File: src/rdyflg_pkg.sv
/*
  Package for the ready-flag block: register offsets, field positions,
  reset values and the carrier structs shared by the design files.
  Assumes a 32-bit Avalon-MM slave with word addresses in bytes.
*/
package rdyflg_pkg;

    // ------------------------------------------------------------
    // Register map
    // ------------------------------------------------------------
    localparam logic [3:0] RDYFLG_OFS_STATUS = 4'h0;
    localparam logic [3:0] RDYFLG_OFS_MASK   = 4'h4;
    localparam logic [3:0] RDYFLG_OFS_MODE   = 4'h8;
    localparam logic [3:0] RDYFLG_OFS_RXDATA = 4'hC;

    // ------------------------------------------------------------
    // Field positions
    // ------------------------------------------------------------
    localparam int RDYFLG_BIT_REGISTER_ACCESS_READY_FLAG  = 2;
    localparam int RDYFLG_BIT_RECEIVE_READY_INTERRUPT  = 3;
    localparam int RDYFLG_BIT_XRDY  = 4;
    localparam int RDYFLG_BIT_MST   = 10;
    localparam int RDYFLG_BIT_RSTRL = 5;

    // ------------------------------------------------------------
    // Reset values
    // ------------------------------------------------------------
    localparam logic [31:0] RDYFLG_RST_MODE = 32'h0000_0000;
    localparam logic [31:0] RDYFLG_RST_MASK = 32'h0000_0000;
    localparam logic [7:0]  RDYFLG_RST_DATA = 8'h00;

    // ------------------------------------------------------------
    // Carrier structs
    // ------------------------------------------------------------
    typedef struct packed {
        logic       rx_load;
        logic [7:0] rx_byte;
        logic       tx_load;
        logic       regs_used;
        logic       regs_start;
    } rdyflg_eng_t;

    typedef struct packed {
        logic receive_ready_interrupt;
        logic register_access_ready_flag;
        logic xrdy;
    } rdyflg_flags_t;

    // Bus access decode used by rdyflg_top.
    function automatic logic rdyflg_hit(input logic [3:0] addr, input logic [3:0] ofs);
        return addr == ofs;
    endfunction

endpackage

File: src/rdyflg_bit.sv
/*
  One sticky status flag with set, clear and reset-to-value inputs.
  Assumes all inputs are synchronous to i_clk.
*/
`timescale 1ns/1ps
module rdyflg_bit
    import rdyflg_pkg::*;
#(
    parameter logic RST_VAL = 1'b0
)
(
    input  wire logic i_clk,
    input  wire logic i_rst,
    input  wire logic i_set,
    input  wire logic i_clr,
    output logic      o_flag
);

    logic next_flag;

    assign next_flag = i_set ? 1'b1 : (i_clr ? 1'b0 : o_flag);

    always_ff @(posedge i_clk)
    begin
        if (i_rst)
            o_flag <= RST_VAL;
        else
            o_flag <= next_flag;
    end

endmodule // rdyflg_bit

File: src/rdyflg_rxreg.sv
/*
  Receive data register: holds the byte moved out of the shift register.
  Assumes the load strobe comes from the engine on i_clk.
*/
`timescale 1ns/1ps
module rdyflg_rxreg
    import rdyflg_pkg::*;
(
    input  wire logic       i_clk,
    input  wire logic       i_rst,
    input  wire logic       i_load,
    input  wire logic [7:0] i_byte,
    output logic [7:0]      o_byte
);

    always_ff @(posedge i_clk)
    begin
        if (i_rst)
            o_byte <= RDYFLG_RST_DATA;
        else if (i_load)
            o_byte <= i_byte;
    end

endmodule // rdyflg_rxreg

File: src/rdyflg_top.sv
/*
  Receive-ready and access-ready status flags with an Avalon-MM slave.
  Assumes the bus engine gives one-cycle strobes on i_clk.
*/
// Summary of operation
// - The receive-ready flag at status bit 3 sets when a byte is loaded into the receive data register.
// - Reading the receive data register clears the receive-ready flag.
// - Writing 1 to status bit 3 clears the receive-ready flag.
// - Writing 0 to the reset-release bit or a system reset clears the receive-ready flag.
// - The receive-ready flag is readable and drives its own masked interrupt request.
// - The access-ready flag at status bit 2 sets when address, data and command have been used.
// - The access-ready flag only sets while the master mode bit is on.
// - The access-ready flag clears when the engine starts using the current register contents.
// - Writing 1 to status bit 2 clears the access-ready flag.
// - The access-ready flag is readable and drives its own masked interrupt request.
// - The transmit-ready flag at bit 4 is forced to 1 on reset and set on a transmit load.
`timescale 1ns/1ps
module rdyflg_top
    import rdyflg_pkg::*;
(
    input  wire logic        i_clk,
    input  wire logic        i_sys_rst,
    input  wire logic [3:0]  i_avs_address,
    input  wire logic        i_avs_read,
    input  wire logic        i_avs_write,
    input  wire logic [31:0] i_avs_writedata,
    input  wire logic [3:0]  i_avs_byteenable,
    output logic [31:0]      o_avs_readdata,
    output logic             o_avs_waitrequest,
    input  wire rdyflg_eng_t i_eng,
    output logic             o_receive_ready_interrupt_irq,
    output logic             o_register_access_ready_flag_irq,
    output logic             o_master_mode,
    output logic             o_module_reset_release_bit
);

    // ------------------------------------------------------------
    // Bus handshake
    // ------------------------------------------------------------
    // One wait cycle: the access is done in the cycle waitrequest is low.
    logic        ack;
    logic        rd_do;
    logic        wr_do;
    logic        hit_status;
    logic        hit_mask;
    logic        hit_mode;
    logic        hit_rxdata;
    logic        ctl_rst;
    logic        next_ack;
    logic [31:0] next_rdata;
    logic [31:0] mode_reg;
    logic [31:0] mask_reg;
    logic [7:0]  rx_byte;
    logic        receive_ready_interrupt;
    logic        register_access_ready_flag;
    logic        xrdy;
    logic        receive_ready_interrupt_clr;
    logic        register_access_ready_flag_clr;
    logic        xrdy_clr;
    logic        register_access_ready_flag_set;
    logic        lane0;

    assign next_ack   = (i_avs_read | i_avs_write) & ~ack;
    assign rd_do      = i_avs_read & ack;
    assign wr_do      = i_avs_write & ack;
    assign hit_status = rdyflg_hit(i_avs_address, RDYFLG_OFS_STATUS);
    assign hit_mask   = rdyflg_hit(i_avs_address, RDYFLG_OFS_MASK);
    assign hit_mode   = rdyflg_hit(i_avs_address, RDYFLG_OFS_MODE);
    assign hit_rxdata = rdyflg_hit(i_avs_address, RDYFLG_OFS_RXDATA);
    assign lane0      = i_avs_byteenable[0];

    always_ff @(posedge i_clk)
    begin
        if (i_sys_rst)
            ack <= 1'b0;
        else
            ack <= next_ack;
    end

    always_comb
    begin
        o_avs_waitrequest = (i_avs_read | i_avs_write) & ~ack;
    end

    // ------------------------------------------------------------
    // Control registers
    // ------------------------------------------------------------
    logic [31:0] be_mask;
    assign be_mask = {{8{i_avs_byteenable[3]}}, {8{i_avs_byteenable[2]}},
                      {8{i_avs_byteenable[1]}}, {8{i_avs_byteenable[0]}}};

    always_ff @(posedge i_clk)
    begin
        if (i_sys_rst)
        begin
            mode_reg <= RDYFLG_RST_MODE;
            mask_reg <= RDYFLG_RST_MASK;
        end
        else if (wr_do)
        begin
            if (hit_mode)
                mode_reg <= (mode_reg & ~be_mask) | (i_avs_writedata & be_mask);
            if (hit_mask)
                mask_reg <= (mask_reg & ~be_mask) | (i_avs_writedata & be_mask);
        end
    end

    assign ctl_rst = i_sys_rst | ~mode_reg[RDYFLG_BIT_RSTRL];

    // ------------------------------------------------------------
    // Flags
    // ------------------------------------------------------------
    // reading the receive data register clears the receive-ready flag.
    assign receive_ready_interrupt_clr = (rd_do & hit_rxdata) |
                      (wr_do & hit_status & lane0 & i_avs_writedata[RDYFLG_BIT_RECEIVE_READY_INTERRUPT]);
    assign register_access_ready_flag_clr = i_eng.regs_start |
                      (wr_do & hit_status & lane0 & i_avs_writedata[RDYFLG_BIT_REGISTER_ACCESS_READY_FLAG]);
    assign register_access_ready_flag_set = i_eng.regs_used & mode_reg[RDYFLG_BIT_MST];
    assign xrdy_clr = wr_do & hit_status & lane0 & i_avs_writedata[RDYFLG_BIT_XRDY];

    rdyflg_bit #(.RST_VAL(1'b0)) u_receive_ready_interrupt
    (
        .i_clk  (i_clk),
        .i_rst  (ctl_rst),
        .i_set  (i_eng.rx_load),
        .i_clr  (receive_ready_interrupt_clr),
        .o_flag (receive_ready_interrupt)
    );

    rdyflg_bit #(.RST_VAL(1'b0)) u_register_access_ready_flag
    (
        .i_clk  (i_clk),
        .i_rst  (ctl_rst | ~mode_reg[RDYFLG_BIT_MST]),
        .i_set  (register_access_ready_flag_set),
        .i_clr  (register_access_ready_flag_clr),
        .o_flag (register_access_ready_flag)
    );

    rdyflg_bit #(.RST_VAL(1'b1)) u_xrdy
    (
        .i_clk  (i_clk),
        .i_rst  (ctl_rst),
        .i_set  (i_eng.tx_load),
        .i_clr  (xrdy_clr),
        .o_flag (xrdy)
    );

    rdyflg_rxreg u_rxreg
    (
        .i_clk  (i_clk),
        .i_rst  (ctl_rst),
        .i_load (i_eng.rx_load),
        .i_byte (i_eng.rx_byte),
        .o_byte (rx_byte)
    );

    // ------------------------------------------------------------
    // Read data and outputs
    // ------------------------------------------------------------
    logic [31:0] status_word;
    always_comb
    begin
        status_word = 32'h0000_0000;
        status_word[RDYFLG_BIT_REGISTER_ACCESS_READY_FLAG] = register_access_ready_flag;
        status_word[RDYFLG_BIT_RECEIVE_READY_INTERRUPT] = receive_ready_interrupt;
        status_word[RDYFLG_BIT_XRDY] = xrdy;
    end

    assign next_rdata = ~i_avs_read ? 32'h0000_0000 :
                        hit_status  ? status_word :
                        hit_mask    ? mask_reg :
                        hit_mode    ? mode_reg :
                        hit_rxdata  ? {24'h00_0000, rx_byte} : 32'h0000_0000;

    // Read data is registered during the wait cycle and stands at the ack edge.
    always_ff @(posedge i_clk)
    begin
        if (i_sys_rst)
        begin
            o_avs_readdata             <= 32'h0000_0000;
            o_receive_ready_interrupt_irq                 <= 1'b0;
            o_register_access_ready_flag_irq                 <= 1'b0;
            o_master_mode              <= 1'b0;
            o_module_reset_release_bit <= 1'b0;
        end
        else
        begin
            o_avs_readdata             <= next_rdata;
            o_receive_ready_interrupt_irq                 <= receive_ready_interrupt & mask_reg[RDYFLG_BIT_RECEIVE_READY_INTERRUPT];
            o_register_access_ready_flag_irq                 <= register_access_ready_flag & mask_reg[RDYFLG_BIT_REGISTER_ACCESS_READY_FLAG];
            o_master_mode              <= mode_reg[RDYFLG_BIT_MST];
            o_module_reset_release_bit <= mode_reg[RDYFLG_BIT_RSTRL];
        end
    end

endmodule // rdyflg_top

File: config.mk
export PLATFORM = sky130hd
export DESIGN_NAME = rdyflg_top
export DESIGN_NICKNAME = d
export VERILOG_FILES = /design/src/rdyflg_pkg.sv /design/src/rdyflg_bit.sv /design/src/rdyflg_rxreg.sv /design/src/rdyflg_top.sv
export SDC_FILE = /design/constraint.sdc
export NUM_CORES = 1
export LEC_CHECK = 0
export CORE_MARGIN = 5
export CORE_UTILIZATION = 50
export DETAILED_ROUTE_END_ITERATION = 7
export DONT_BUFFER_PORTS = 1
export GPL_TIMING_DRIVEN = 0
export PLACE_DENSITY = 0.68
export REMOVE_ABC_BUFFERS = 1
export SYNTH_ARGS = -nofsm -noshare
export SYNTH_HDL_FRONTEND = slang
export SYNTH_SLANG_ARGS = --single-unit
File: constraint.sdc
create_clock -name i_clk -period 1.4 [get_ports i_clk]
set_clock_uncertainty 0.2 [all_clocks]
set_input_delay 0.21 -clock i_clk [delete_from_list [all_inputs] [get_ports i_clk]]
set_output_delay 0.21 -clock i_clk [all_outputs]
set_load 0.02 [all_outputs]
==> flow_summary.yaml <==
status:
  outcome: "finished, violations left"
  violations: "negative hold slack"
final_layout:
  fin_area_sq_um: 4830
  stdcell_count: 590
  nFillCells: 756
  syn2layout_area_growth_pct: 12.7
  antenna_cells: 0
  regArea_sq_um: 2250
  final_nets: 536
  multi_input_area_sq_um: 1900
  final_util_pct: 58.3
  layout-drive-gt1-share_pct: 12.2
power_and_ir_drop:
  irDropWorstVdd_uv: 683
  leakagePower_nw: 1.56
  total_power_mw: 5.30
  p_per_area_nw_per_um2: 1100
floorplan:
  io_pins: 93
  initial_core_util_pct: 51.7
  dieArea_sq_um: 10500
  die_h_um: 103
  die-width_um: 103
  fp.coreArea_sq_um: 8300
  rows: 33
clock_tree:
  cts.clk_slew.worst_paths_ns: 0.12
  holdBufCountCts: 20
  h-tree-depth: 3
  cts_buffers: 9
  clkLatencyLatePin_ns: 0.38
  clockRootBuffer: "clkbuf_8"
  clock-sinks: 112
  cts_tree: "yes"
  cts_max_path_buffers: 2
routing:
  drtIter0Drc: 195
  via_per_inst: 5.96
  drc: 0
  dr.pass1.iters: 4
  antenna_left: 0
  vias: 3515
  drt-total-wl_um: 10900
  wire_per_inst_um: 18.5
sta:
  hold_viol_final: 76
  fin_ws_ns: 0.00316
  tns_ns: 0
  max_freq_ghz: 0.716
  fin_crit_ns: 1.40
  finalCritPeriodShare_pct: 99.8
  maxSlewViolCount: 0
  holdWs_ns: -0.319
  setup_violations: 0
  tightest_slew_ns: 0.680
  slew_headroom_pct: 54.3
  grt_setup_unrepaired: "true"
global_route:
  gr-total-overflow: 0
  track_usage_pct: 20.9
  grt_max_degree: 71
  grt_pass1_vias: 3467
  antenna_found_initial: 0
  grt_pass1_wl_um: 17400
critical_path:
  startpoint_type: "flip-flop"
  end_kind: "output pin"
  cp.required_ns: 0.99
  cp_cell_sequence: "nor2_4"
  cpLargestDelayFamily: "flip-flops"
  worstPathArrival_ns: 0.99
  cp_num_buf_inv: 0
  critical-path-slowest-cell: "dfxtp_4"
  cp_slowest_stage_delay_ns: 0.42
  criticalPathCategory: "flip-flop to output pin"
  critPathMaxFanout: 10
yosys:
  ys_types: 33
  ys_seq_elements: 112
  post_synth.cell_area_avg_sq_um: 8.94
  synth_cells: 480
  synth_enable_flop_cells: 0
  synth_ff_type: "dfxtp_1"
  synth-async-reset-ratio_pct: 0
  synth_seq_area_share_pct: 52.2
  yosys_warnings: 0
  syn_area_sq_um: 4290
place:
  postPlaceCellArea_sq_um: 4280
  dp_hpwl_um: 6500
  io_buffer_count: 0
  routabilityCongestion: 0.775
  dp_cells: 544
  preCtsSetupSlack_ns: -0.618
flow_run:
  cap_violations: 0
worst_hold_path:
  min_path_type: "input pin to flip-flop"
## cells in the mapped netlist, types with 2 or more instances
master    number  area (sq um)
dfxtp_1      112          2240
nand3_1       70           350
o21ai_1       66           330
a21oi_1       65           325
nor2_1        42           158
a22oi_1       29           218
buf_2         19          95.1
clkbuf_1      18          67.6
mux2i_1       10           100
buf_4          6          45.0
and3_1         5          31.3
mux2_2         5          56.3
buf_6          3          33.8
inv_1          3          11.3
nor2b_1        3          18.8
a211oi_1       2          15.0
nand2_1        2          7.51
nand2b_1       2          12.5
nor4b_2        2          30.0
o21ai_0        2          10.0
or4b_4         2          27.5
## what timing repair did
item,CTS,global route
hold endpoints to repair,87,76
setup endpoints to repair,76,59
buffers inserted,9,1
resized for setup,15,11
pin swaps,5,3
## placed cells by master, fill, tap and decap left out, drive strengths merged
cell and count:
dfxtp 112, nand3 70, o21ai 68, a21oi 65, nor2 42, a22oi 29
dlygate4sd3 20, buf 16, mux2i 10, clkbuf 9, inv 8, mux2 5
and3 5, nor2b 3, nand2 3, nor4b 2, or4b 2, a211oi 2
nand2b 2, mux4 1, or4 1, nor3 1, nor4 1, a211o 1
nand4 1, o31ai 1, a41o 1, a311oi 1, o211a 1, clkinvlp 1
clkinv 1
## power by group
group / switching, mW / internal [mW] / leakage (nW)
sequential: 0.0143 / 3.19 / 0.904
clock: 1.14 / 0.690 / 0.0945
combinational: 0.149 / 0.110 / 0.564
total: 1.31 / 3.99 / 1.56
## metal layers
metal | vias to the layer above | wire (um) | track usage, %
li1 | 1719 | - | -
met1 | 1675 | 4520 | 26.2
met2 | 108 | 5480 | 34.8
met3 | 13 | 754 | 6.83
met4 | 0 | 140 | 5.55
met5 | - | 0 | 0
## logic make-up (layout without fill, tap and decap cells)
kind of cell	count (synthesis)	count (layout)	synth area share, %
compound gates	169	169	22.0
simple gates	133	133	15.6
flops	112	112	52.2
buf+inv	50	55	5.98
mux	16	16	4.17
## worst paths after layout
check	start	end	slack, ns	cells after the start
worst max-delay path	ack	o_avs_waitrequest	0.003	1
worst min-delay path	i_sys_rst	flip-flop	-0.32	1
worst max register to register	ack	flip-flop	0.01	3
worst min register to register	flip-flop	flip-flop	0.26	2
## layout make-up
type | count | area share [%]
multi-input combinational | 318 | 39.2
sequential | 112 | 46.5
tap | 105 | 2.72
clock buffer | 9 | 2.56
inverter | 3 | 0.233
timing repair buffer | 36 | 7.48
clock inverter | 7 | 1.27
Power figures use the tool's default switching activity.
